### config.mk
export PLATFORM = sky130hd
export DESIGN_NAME = ppbc_top
export DESIGN_NICKNAME = d
export VERILOG_FILES = /design/src/ppbc_pkg.sv /design/src/ppbc_sync_if.sv /design/src/ppbc_top.sv /design/src/ppbc_sync.sv
export SDC_FILE = /design/constraint.sdc
export NUM_CORES = 1
export LEC_CHECK = 0
export BUFFER_PORTS_ARGS = -buffer_cell sky130_fd_sc_hd__buf_2
export CAP_MARGIN = 0
export CORE_MARGIN = 2
export CORE_UTILIZATION = 30
export CTS_CLUSTER_SIZE = 25
export DETAILED_ROUTE_END_ITERATION = 8
export HOLD_SLACK_MARGIN = 0.02
export REMOVE_ABC_BUFFERS = 1
export SYNTH_ARGS = -nofsm -noshare
export SYNTH_HDL_FRONTEND = slang
export SYNTH_SLANG_ARGS = --single-unit
### constraint.sdc
create_clock -name sys_clk_i -period 3.47 [get_ports sys_clk_i]
set_input_delay 0.5205 -clock sys_clk_i [delete_from_list [all_inputs] [get_ports sys_clk_i]]
set_output_delay 0.5205 -clock sys_clk_i [all_outputs]
set_load 0.005 [all_outputs]
### src/ppbc_pkg.sv
package ppbc_pkg;
  // ------------------------------------------------------------
  // register array geometry
  // ------------------------------------------------------------
  localparam int unsigned NUM_PAIRS = 6;
  localparam int unsigned DW = 32;
  localparam int unsigned IDX_W = 3;
  // dword index of each pair register, byte address is four times it
  localparam logic [IDX_W-1:0] PAIR_CTL_0_IDX = 3'h0;
  localparam logic [IDX_W-1:0] PAIR_CTL_LAST_IDX = 3'h5;

  // ------------------------------------------------------------
  // field positions
  // ------------------------------------------------------------
  localparam int unsigned CLK_DIR_MASK_BIT = 0;
  localparam int unsigned CLK_DIR_BIT = 1;
  localparam int unsigned CLK_VAL_MASK_BIT = 2;
  localparam int unsigned CLK_VAL_BIT = 3;
  localparam int unsigned CLK_IN_BIT = 4;
  localparam int unsigned DAT_DIR_MASK_BIT = 8;
  localparam int unsigned DAT_DIR_BIT = 9;
  localparam int unsigned DAT_VAL_MASK_BIT = 10;
  localparam int unsigned DAT_VAL_BIT = 11;
  localparam int unsigned DAT_IN_BIT = 12;

  // ------------------------------------------------------------
  // reset values
  // ------------------------------------------------------------
  localparam logic CLK_VAL_RST = 1'h1;
  localparam logic CLK_DIR_RST = 1'h0;
  localparam logic DAT_VAL_RST = 1'h1;
  localparam logic DAT_DIR_RST = 1'h0;
  localparam logic [DW-1:0] RDATA_RST = 32'h0000_0000;
endpackage

### src/ppbc_sync_if.sv
`timescale 1ns/1ns
`default_nettype none
// raw pin levels in, synchronised levels out
interface ppbc_sync_if;
  logic [ppbc_pkg::NUM_PAIRS-1:0] clk_raw;
  logic [ppbc_pkg::NUM_PAIRS-1:0] dat_raw;
  logic [ppbc_pkg::NUM_PAIRS-1:0] clk_sync;
  logic [ppbc_pkg::NUM_PAIRS-1:0] dat_sync;
  modport core (output clk_raw, output dat_raw, input clk_sync, input dat_sync);
  modport sync (input clk_raw, input dat_raw, output clk_sync, output dat_sync);
endinterface
`default_nettype wire

### src/ppbc_top.sv
`timescale 1ns/1ns
`default_nettype none
module ppbc_top (
  // clock and reset
  input wire logic sys_clk_i,
  input wire logic rst_n_i,
  // register port, dword index
  input wire logic reg_wr_i,
  input wire logic reg_rd_i,
  input wire logic [ppbc_pkg::IDX_W-1:0] reg_idx_i,
  input wire logic [ppbc_pkg::DW-1:0] reg_wdata_i,
  output logic [ppbc_pkg::DW-1:0] reg_rdata_o,
  output logic reg_rvalid_o,
  // clock-role pins, oe low while driving
  input wire logic [ppbc_pkg::NUM_PAIRS-1:0] pclk_in_i,
  output logic [ppbc_pkg::NUM_PAIRS-1:0] pclk_out_o,
  output logic [ppbc_pkg::NUM_PAIRS-1:0] pclk_oe_n_o,
  // data-role pins, oe low while driving
  input wire logic [ppbc_pkg::NUM_PAIRS-1:0] pdat_in_i,
  output logic [ppbc_pkg::NUM_PAIRS-1:0] pdat_out_o,
  output logic [ppbc_pkg::NUM_PAIRS-1:0] pdat_oe_n_o
);
  localparam int unsigned NP = ppbc_pkg::NUM_PAIRS;

  // ------------------------------------------------------------
  // reset release
  // ------------------------------------------------------------
  logic rst_meta_r;
  logic rst_sync_r;

  // async assert, two flop release
  always_ff @(posedge sys_clk_i or negedge rst_n_i) begin
    if (!rst_n_i) begin
      rst_meta_r <= 1'b0;
      rst_sync_r <= 1'b0;
    end else begin
      rst_meta_r <= 1'b1;
      rst_sync_r <= rst_meta_r;
    end
  end

  // ------------------------------------------------------------
  // input synchronisers
  // ------------------------------------------------------------
  ppbc_sync_if sif ();

  assign sif.clk_raw = pclk_in_i;
  assign sif.dat_raw = pdat_in_i;

  ppbc_sync i_ppbc_sync (
    .clk_i(sys_clk_i),
    .rst_n_i(rst_sync_r),
    .sif(sif.sync)
  );

  // ------------------------------------------------------------
  // write decode
  // ------------------------------------------------------------
  logic [NP-1:0] wr_hit;
  logic [NP-1:0] clk_val_r;
  logic [NP-1:0] clk_dir_r;
  logic [NP-1:0] dat_val_r;
  logic [NP-1:0] dat_dir_r;
  logic [NP-1:0] clk_val_nxt;
  logic [NP-1:0] clk_dir_nxt;
  logic [NP-1:0] dat_val_nxt;
  logic [NP-1:0] dat_dir_nxt;

  // decode an access to one pair register; slots past the last pair hit nothing
  function automatic logic pair_hit(input logic [ppbc_pkg::IDX_W-1:0] idx,
                                    input int unsigned pair);
    pair_hit = (idx == pair[ppbc_pkg::IDX_W-1:0]) &&
               (idx <= ppbc_pkg::PAIR_CTL_LAST_IDX);
  endfunction

  // masked update of a stored bit: the strobe picks new over old
  function automatic logic masked(input logic hit, input logic mask_b,
                                  input logic new_b, input logic old_b);
    masked = (hit && mask_b) ? new_b : old_b;
  endfunction

  // one-hot select of the pair register taking this write
  always_comb begin
    wr_hit = '0;
    for (int p = 0; p < NP; p++) begin
      wr_hit[p] = reg_wr_i && pair_hit(reg_idx_i, p);
    end
  end

  // ------------------------------------------------------------
  // masked next values
  // ------------------------------------------------------------
  // clock-role bits, each guarded by its own strobe in the same word
  always_comb begin
    clk_val_nxt = clk_val_r;
    clk_dir_nxt = clk_dir_r;
    for (int p = 0; p < NP; p++) begin
      clk_val_nxt[p] = masked(wr_hit[p], reg_wdata_i[ppbc_pkg::CLK_VAL_MASK_BIT],
                              reg_wdata_i[ppbc_pkg::CLK_VAL_BIT], clk_val_r[p]);
      clk_dir_nxt[p] = masked(wr_hit[p], reg_wdata_i[ppbc_pkg::CLK_DIR_MASK_BIT],
                              reg_wdata_i[ppbc_pkg::CLK_DIR_BIT], clk_dir_r[p]);
    end
  end

  // data-role bits, strobes themselves are never kept
  always_comb begin
    dat_val_nxt = dat_val_r;
    dat_dir_nxt = dat_dir_r;
    for (int p = 0; p < NP; p++) begin
      dat_val_nxt[p] = masked(wr_hit[p], reg_wdata_i[ppbc_pkg::DAT_VAL_MASK_BIT],
                              reg_wdata_i[ppbc_pkg::DAT_VAL_BIT], dat_val_r[p]);
      dat_dir_nxt[p] = masked(wr_hit[p], reg_wdata_i[ppbc_pkg::DAT_DIR_MASK_BIT],
                              reg_wdata_i[ppbc_pkg::DAT_DIR_BIT], dat_dir_r[p]);
    end
  end

  // ------------------------------------------------------------
  // stored control bits
  // ------------------------------------------------------------
  // clock-role output value, idles high like the bus pull-up
  always_ff @(posedge sys_clk_i or negedge rst_sync_r) begin
    if (!rst_sync_r) begin
      clk_val_r <= {NP{ppbc_pkg::CLK_VAL_RST}};
    end else begin
      clk_val_r <= clk_val_nxt;
    end
  end

  // clock-role direction, input after reset
  always_ff @(posedge sys_clk_i or negedge rst_sync_r) begin
    if (!rst_sync_r) begin
      clk_dir_r <= {NP{ppbc_pkg::CLK_DIR_RST}};
    end else begin
      clk_dir_r <= clk_dir_nxt;
    end
  end

  // data-role output value, idles high like the bus pull-up
  always_ff @(posedge sys_clk_i or negedge rst_sync_r) begin
    if (!rst_sync_r) begin
      dat_val_r <= {NP{ppbc_pkg::DAT_VAL_RST}};
    end else begin
      dat_val_r <= dat_val_nxt;
    end
  end

  // data-role direction, input after reset
  always_ff @(posedge sys_clk_i or negedge rst_sync_r) begin
    if (!rst_sync_r) begin
      dat_dir_r <= {NP{ppbc_pkg::DAT_DIR_RST}};
    end else begin
      dat_dir_r <= dat_dir_nxt;
    end
  end

  // ------------------------------------------------------------
  // pin drivers
  // ------------------------------------------------------------
  // clock-role pad, released whenever the direction bit says input
  always_ff @(posedge sys_clk_i or negedge rst_sync_r) begin
    if (!rst_sync_r) begin
      pclk_out_o <= {NP{ppbc_pkg::CLK_VAL_RST}};
      pclk_oe_n_o <= ~{NP{ppbc_pkg::CLK_DIR_RST}};
    end else begin
      pclk_out_o <= clk_val_r;
      pclk_oe_n_o <= ~clk_dir_r;
    end
  end

  // data-role pad, released whenever the direction bit says input
  always_ff @(posedge sys_clk_i or negedge rst_sync_r) begin
    if (!rst_sync_r) begin
      pdat_out_o <= {NP{ppbc_pkg::DAT_VAL_RST}};
      pdat_oe_n_o <= ~{NP{ppbc_pkg::DAT_DIR_RST}};
    end else begin
      pdat_out_o <= dat_val_r;
      pdat_oe_n_o <= ~dat_dir_r;
    end
  end

  // ------------------------------------------------------------
  // read path
  // ------------------------------------------------------------
  logic [ppbc_pkg::DW-1:0] rd_nxt;

  // assemble word; masks and reserved bits stay zero
  always_comb begin
    rd_nxt = ppbc_pkg::RDATA_RST;
    for (int p = 0; p < NP; p++) begin
      if (pair_hit(reg_idx_i, p)) begin
        rd_nxt[ppbc_pkg::CLK_DIR_BIT] = clk_dir_r[p];
        rd_nxt[ppbc_pkg::CLK_VAL_BIT] = clk_val_r[p];
        rd_nxt[ppbc_pkg::CLK_IN_BIT] = sif.clk_sync[p];
        rd_nxt[ppbc_pkg::DAT_DIR_BIT] = dat_dir_r[p];
        rd_nxt[ppbc_pkg::DAT_VAL_BIT] = dat_val_r[p];
        rd_nxt[ppbc_pkg::DAT_IN_BIT] = sif.dat_sync[p];
      end
    end
  end

  // registered read answer, one cycle after request
  always_ff @(posedge sys_clk_i or negedge rst_sync_r) begin
    if (!rst_sync_r) begin
      reg_rdata_o <= ppbc_pkg::RDATA_RST;
      reg_rvalid_o <= 1'b0;
    end else begin
      reg_rvalid_o <= reg_rd_i;
      reg_rdata_o <= reg_rd_i ? rd_nxt : ppbc_pkg::RDATA_RST;
    end
  end
endmodule
`default_nettype wire

### src/ppbc_sync.sv
`timescale 1ns/1ns
`default_nettype none
module ppbc_sync (
  // clock and reset
  input wire logic clk_i,
  input wire logic rst_n_i,
  // pin levels
  ppbc_sync_if.sync sif
);
  logic [2*ppbc_pkg::NUM_PAIRS-1:0] meta_r;
  logic [2*ppbc_pkg::NUM_PAIRS-1:0] sync_r;

  // two stage synchroniser, first stage read only by second
  always_ff @(posedge clk_i or negedge rst_n_i) begin
    if (!rst_n_i) begin
      meta_r <= '0;
      sync_r <= '0;
    end else begin
      meta_r <= {sif.dat_raw, sif.clk_raw};
      sync_r <= meta_r;
    end
  end

  assign sif.clk_sync = sync_r[ppbc_pkg::NUM_PAIRS-1:0];
  assign sif.dat_sync = sync_r[2*ppbc_pkg::NUM_PAIRS-1:ppbc_pkg::NUM_PAIRS];
endmodule
`default_nettype wire

==> summary.md <==
| Metric | Value |
|---|---|
| Number of buffers added on ports | `57` |
| Type of the most critical hold path | `primary input to flop` |
| Number of distinct standard cells referenced by the synthesized netlist | `24` |
| EDFF count, synth | `0` |
| Worst R2R Path Depth | `3` |
| Warning count from the yosys run | `0` |
| Crit end category | `flop` |
| Setup skew after layout | `about 0.0067 ns` |
| Max-Slew Margin vs Limit | `a little over a third` |
| Clock network latency to the later pin of the worst-skew pair | `between 0.3 and 0.4 ns` |
| Total number of placement rows | `37` |
| Synth top area share | `approximately 36%` |
| Setup TNS | `0 ns` |
| Cell breakdown of the critical path | `buf_2 > and4b_1 > nand2_1 > mux2_1` |
| Core area | `10230 um^2` |
| Critical setup path kind | `primary input to flop` |
| Outcome | `finished clean` |
| Final Slew Violations | `0` |
| Remaining design rule violation count | `0` |
| Reg-to-Reg End | `reg_rdata_o[11]` |
| Yosys top cell by area | `sky130_fd_sc_hd__dfrtp_1` |
| Worst path arrival time | `1.82 ns` |
| Initial standard-cell utilization of the core | `30.66%` |
| Dominant register cell in the synthesized netlist | `sky130_fd_sc_hd__dfrtp_1` |
| Number of max-cap violations | `0` |
| Number of clock sinks | `81` |
| Clock period minus worst slack | `about 1.5 ns` |
| Final period util | `44.62%` |
| Overall die area | `~11000 um^2` |
| Routability congestion estimate | `between 0.7 and 0.8` |
| Top Family by Delay on Critical Path | `simple AND/OR/NAND/NOR gates` |
| Hold path depth | `1` |
| Critical Path Fanout Max | `20` |
| Multi-input combinational cell area | `~850 um^2` |
| Post-CTS Setup Inserts | `0` |
| Sequential fraction of the synthesis area | `between 60% and 70%` |
| Via count of the first global-routing pass | `approximately 1.7k` |
| Peak ir drop on the vdd network | `about 0.19 mV` |
| WL final | `around 6.0 mm` |
| Dpl hpwl | `roughly 3.9 mm` |
| Final setup violating endpoints | `0` |
| Number of H-tree branching levels | `3` |
| First-pass GRT wire length | `between 9 and 10 mm` |
| Number of CTS-inserted buffers | `9` |
| Leading cell type by number of instances after synthesis | `sky130_fd_sc_hd__dfrtp_1` |
| Area taken by flip-flops and latches | `2076 um^2` |
| Final-report hold violation count | `0` |
| End-of-flow core utilization | `between 30% and 40%` |
| Maximum achievable frequency | `645.8 MHz` |
| WP data required | `approximately 3.7 ns` |
| Hold_ws | `0.2742 ns` |
| CTS root buffer | `sky130_fd_sc_hd__clkbuf_8` |
| Number of routed nets with antenna violations | `0` |
| Number of buffers and inverters on the critical path | `1` |
| TritonCTS clock tree | `yes` |
| Slowest stage delay, CP | `~0.46 ns` |
| Fill cell total of the finished layout | `between 1k and 1.5k` |
| Horiz. Die Dim | `~110 um` |
| Flop2flop setup slack | `between 2 and 2.5 ns` |
| Area growth from synthesis to layout | `15.96%` |
| Area of the mapped netlist | `between 3000 and 4000 um^2` |
| Startpoint of the worst register-to-register path | `dat_val_r[4]` |
| Number of instances in the synthesized netlist | `223` |
| Final net count | `333` |
| Type of origin of the critical path | `primary input` |
| Maximum number of pins on one net before global-route repair | `80` |
| Top-Level Pins | `~110` |
| Total grt overflow | `0` |
| Initial drt markers | `between 80 and 90` |
| Static Leakage | `0.001650 uW` |
| Actual slew at the worst max-slew pin | `~1 ns` |
| Antenna diodes | `0` |
| Synth Register Bits | `81` |
| First drt pass iteration count | `4` |
| Ys async rst share | `between 90% and 100%` |
| Min-Delay Startpoint | `pclk_in_i[0]` |
| Synth top area cells | `sky130_fd_sc_hd__dfrtp_1 36%, sky130_fd_sc_hd__dfstp_2 30%, sky130_fd_sc_hd__buf_4 7.2%` |
| Slowest cell on the critical path | `sky130_fd_sc_hd__and4b_1` |
| Fraction of layout cells with a size suffix above 1 | `roughly 39%` |
| Clock transition at the register clock pins on the worst setup and hold paths after CTS | `0.08 ns` |
| Routed wire length per instance | `14.07 um` |
| Vias per std cell | `approximately 4.3` |
| Avg Cell Area, Syn | `roughly 14 um^2` |
| Pwr per Cell Area | `between 600 and 700 nW/um^2` |
| Most frequent cells after synthesis | `45 x sky130_fd_sc_hd__dfrtp_1, 36 x sky130_fd_sc_hd__dfstp_2, 30 x sky130_fd_sc_hd__buf_4` |
| Clock buffer depth | `2` |
| Setup repair after global routing missed its margin | `false` |
| Overall Global Routing Usage | `a little under an eighth` |
| Number of antenna violations at the first check in global routing | `0` |
| Total via count after detailed routing | `between 1.5k and 2k` |
| End of the worst hold path | `i_ppbc_sync.meta_r[0]` |
| Die height | `about 110 um` |
## area by class of cell
type / count / area share, %
Sequential cell: 81 / 57.07
Inverter: 13 / 1.342
Clock inverter: 4 / 1.445
Multi-Input combinational cell: 119 / 23.36
Clock buffer: 12 / 3.990
Tap cell: 136 / 4.678
Timing Repair Buffer: 58 / 8.118
## stage by stage
step,power (uW),setup slack [ns],cells,instance area [um^2]
6_report,2201,1.922,423,3637
5_1_grt,2333,1.881,423,3637
4_1_cts,2240,1.939,423,3637
3_5_place_dp,1548,1.556,406,3430
3_3_place_gp,1538,1.568,406,3430
2_1_floorplan,1391,1.110,213,2970
## what timing repair did
item                                   4_1_cts  5_1_grt
resized for setup                            0        0
endpoints found under the hold margin        2        0
setup endpoints to repair                    0        0
hold buffers                                 1        0
## power breakdown
part	switching (uW)	internal [uW]
sequential	80.2	1170
combinational	137	139
clock	327	353
## how the worst max path moves through the flow
stage	startpoint	to	slack [ns]	depth (start not counted)
after floorplan	rst_sync_r	clk_dir_r[0]	1.11	0
after global placement	reg_idx_i[0]	clk_val_r[5]	1.57	4
after detailed placement	reg_idx_i[0]	clk_val_r[5]	1.56	4
after CTS	reg_idx_i[0]	clk_val_r[5]	1.94	4
after global routing	reg_idx_i[0]	clk_val_r[5]	1.88	4
final	reg_idx_i[0]	clk_val_r[5]	1.92	4
## routing by layer
metal | GRT usage [%] | vias up | wire length [um]
li1 | - | 836 | -
met1 | 14.53 | 883 | 2553
met2 | 17.58 | 68 | 2895
met3 | 4.108 | 11 | 413
met4 | 3.947 | 0 | 91
met5 | 0 | - | 0
## sequential cells by signal, summed over array words and instances (netlist names)
| signal | count |
|---|---|
| i_ppbc_sync.meta_r | 12 |
| i_ppbc_sync.sync_r | 12 |
| clk_dir_r | 6 |
| clk_val_r | 6 |
| dat_dir_r | 6 |
| dat_val_r | 6 |
| pclk_oe_n_o | 6 |
| pclk_out_o | 6 |
| pdat_oe_n_o | 6 |
| pdat_out_o | 6 |
| reg_rdata_o | 6 |
| reg_rvalid_o | 1 |
| rst_meta_r | 1 |
| rst_sync_r | 1 |
## kinds of logic after synthesis
family / after synthesis / share of synthesized area (%)
compound gates: 36 / 8.855
buf+inv: 48 / 9.852
other cells: 2 / 0.2394
flops: 81 / 66.06
mux: 24 / 8.137
simple gates: 32 / 6.861
## cells in the final DEF, fill, tap and decap left out
| cell | synthesis | routed |
|---|---|---|
| sky130_fd_sc_hd__buf_2 | 1 | 57 |
| sky130_fd_sc_hd__dfrtp_1 | 45 | 44 |
| sky130_fd_sc_hd__dfstp_2 | 36 | 36 |
| sky130_fd_sc_hd__conb_1 | 2 | 27 |
| sky130_fd_sc_hd__mux2i_1 | 12 | 12 |
| sky130_fd_sc_hd__inv_1 | 12 | 12 |
| sky130_fd_sc_hd__nand2_1 | 12 | 12 |
| sky130_fd_sc_hd__mux2_1 | 12 | 12 |
| sky130_fd_sc_hd__a21oi_1 | 12 | 12 |
| sky130_fd_sc_hd__a31o_1 | 12 | 12 |
| sky130_fd_sc_hd__clkbuf_8 | 0 | 10 |
| sky130_fd_sc_hd__nor3b_1 | 6 | 6 |
| sky130_fd_sc_hd__a211oi_1 | 6 | 6 |
| sky130_fd_sc_hd__nor2_1 | 6 | 6 |
| sky130_fd_sc_hd__o221a_1 | 6 | 6 |
| sky130_fd_sc_hd__clkinvlp_4 | 0 | 3 |
| sky130_fd_sc_hd__and4bb_4 | 2 | 2 |
| sky130_fd_sc_hd__and4b_1 | 2 | 2 |
| sky130_fd_sc_hd__clkbuf_1 | 2 | 2 |
| sky130_fd_sc_hd__inv_2 | 1 | 1 |
| sky130_fd_sc_hd__nand2b_1 | 1 | 1 |
| sky130_fd_sc_hd__nand3b_1 | 1 | 1 |
| sky130_fd_sc_hd__nor4b_4 | 1 | 1 |
| sky130_fd_sc_hd__and4bb_2 | 1 | 1 |
| sky130_fd_sc_hd__bufinv_16 | 0 | 1 |
| sky130_fd_sc_hd__dlygate4sd3_1 | 0 | 1 |
| sky130_fd_sc_hd__dfrtp_4 | 0 | 1 |
(Power assumes the default switching activity.)
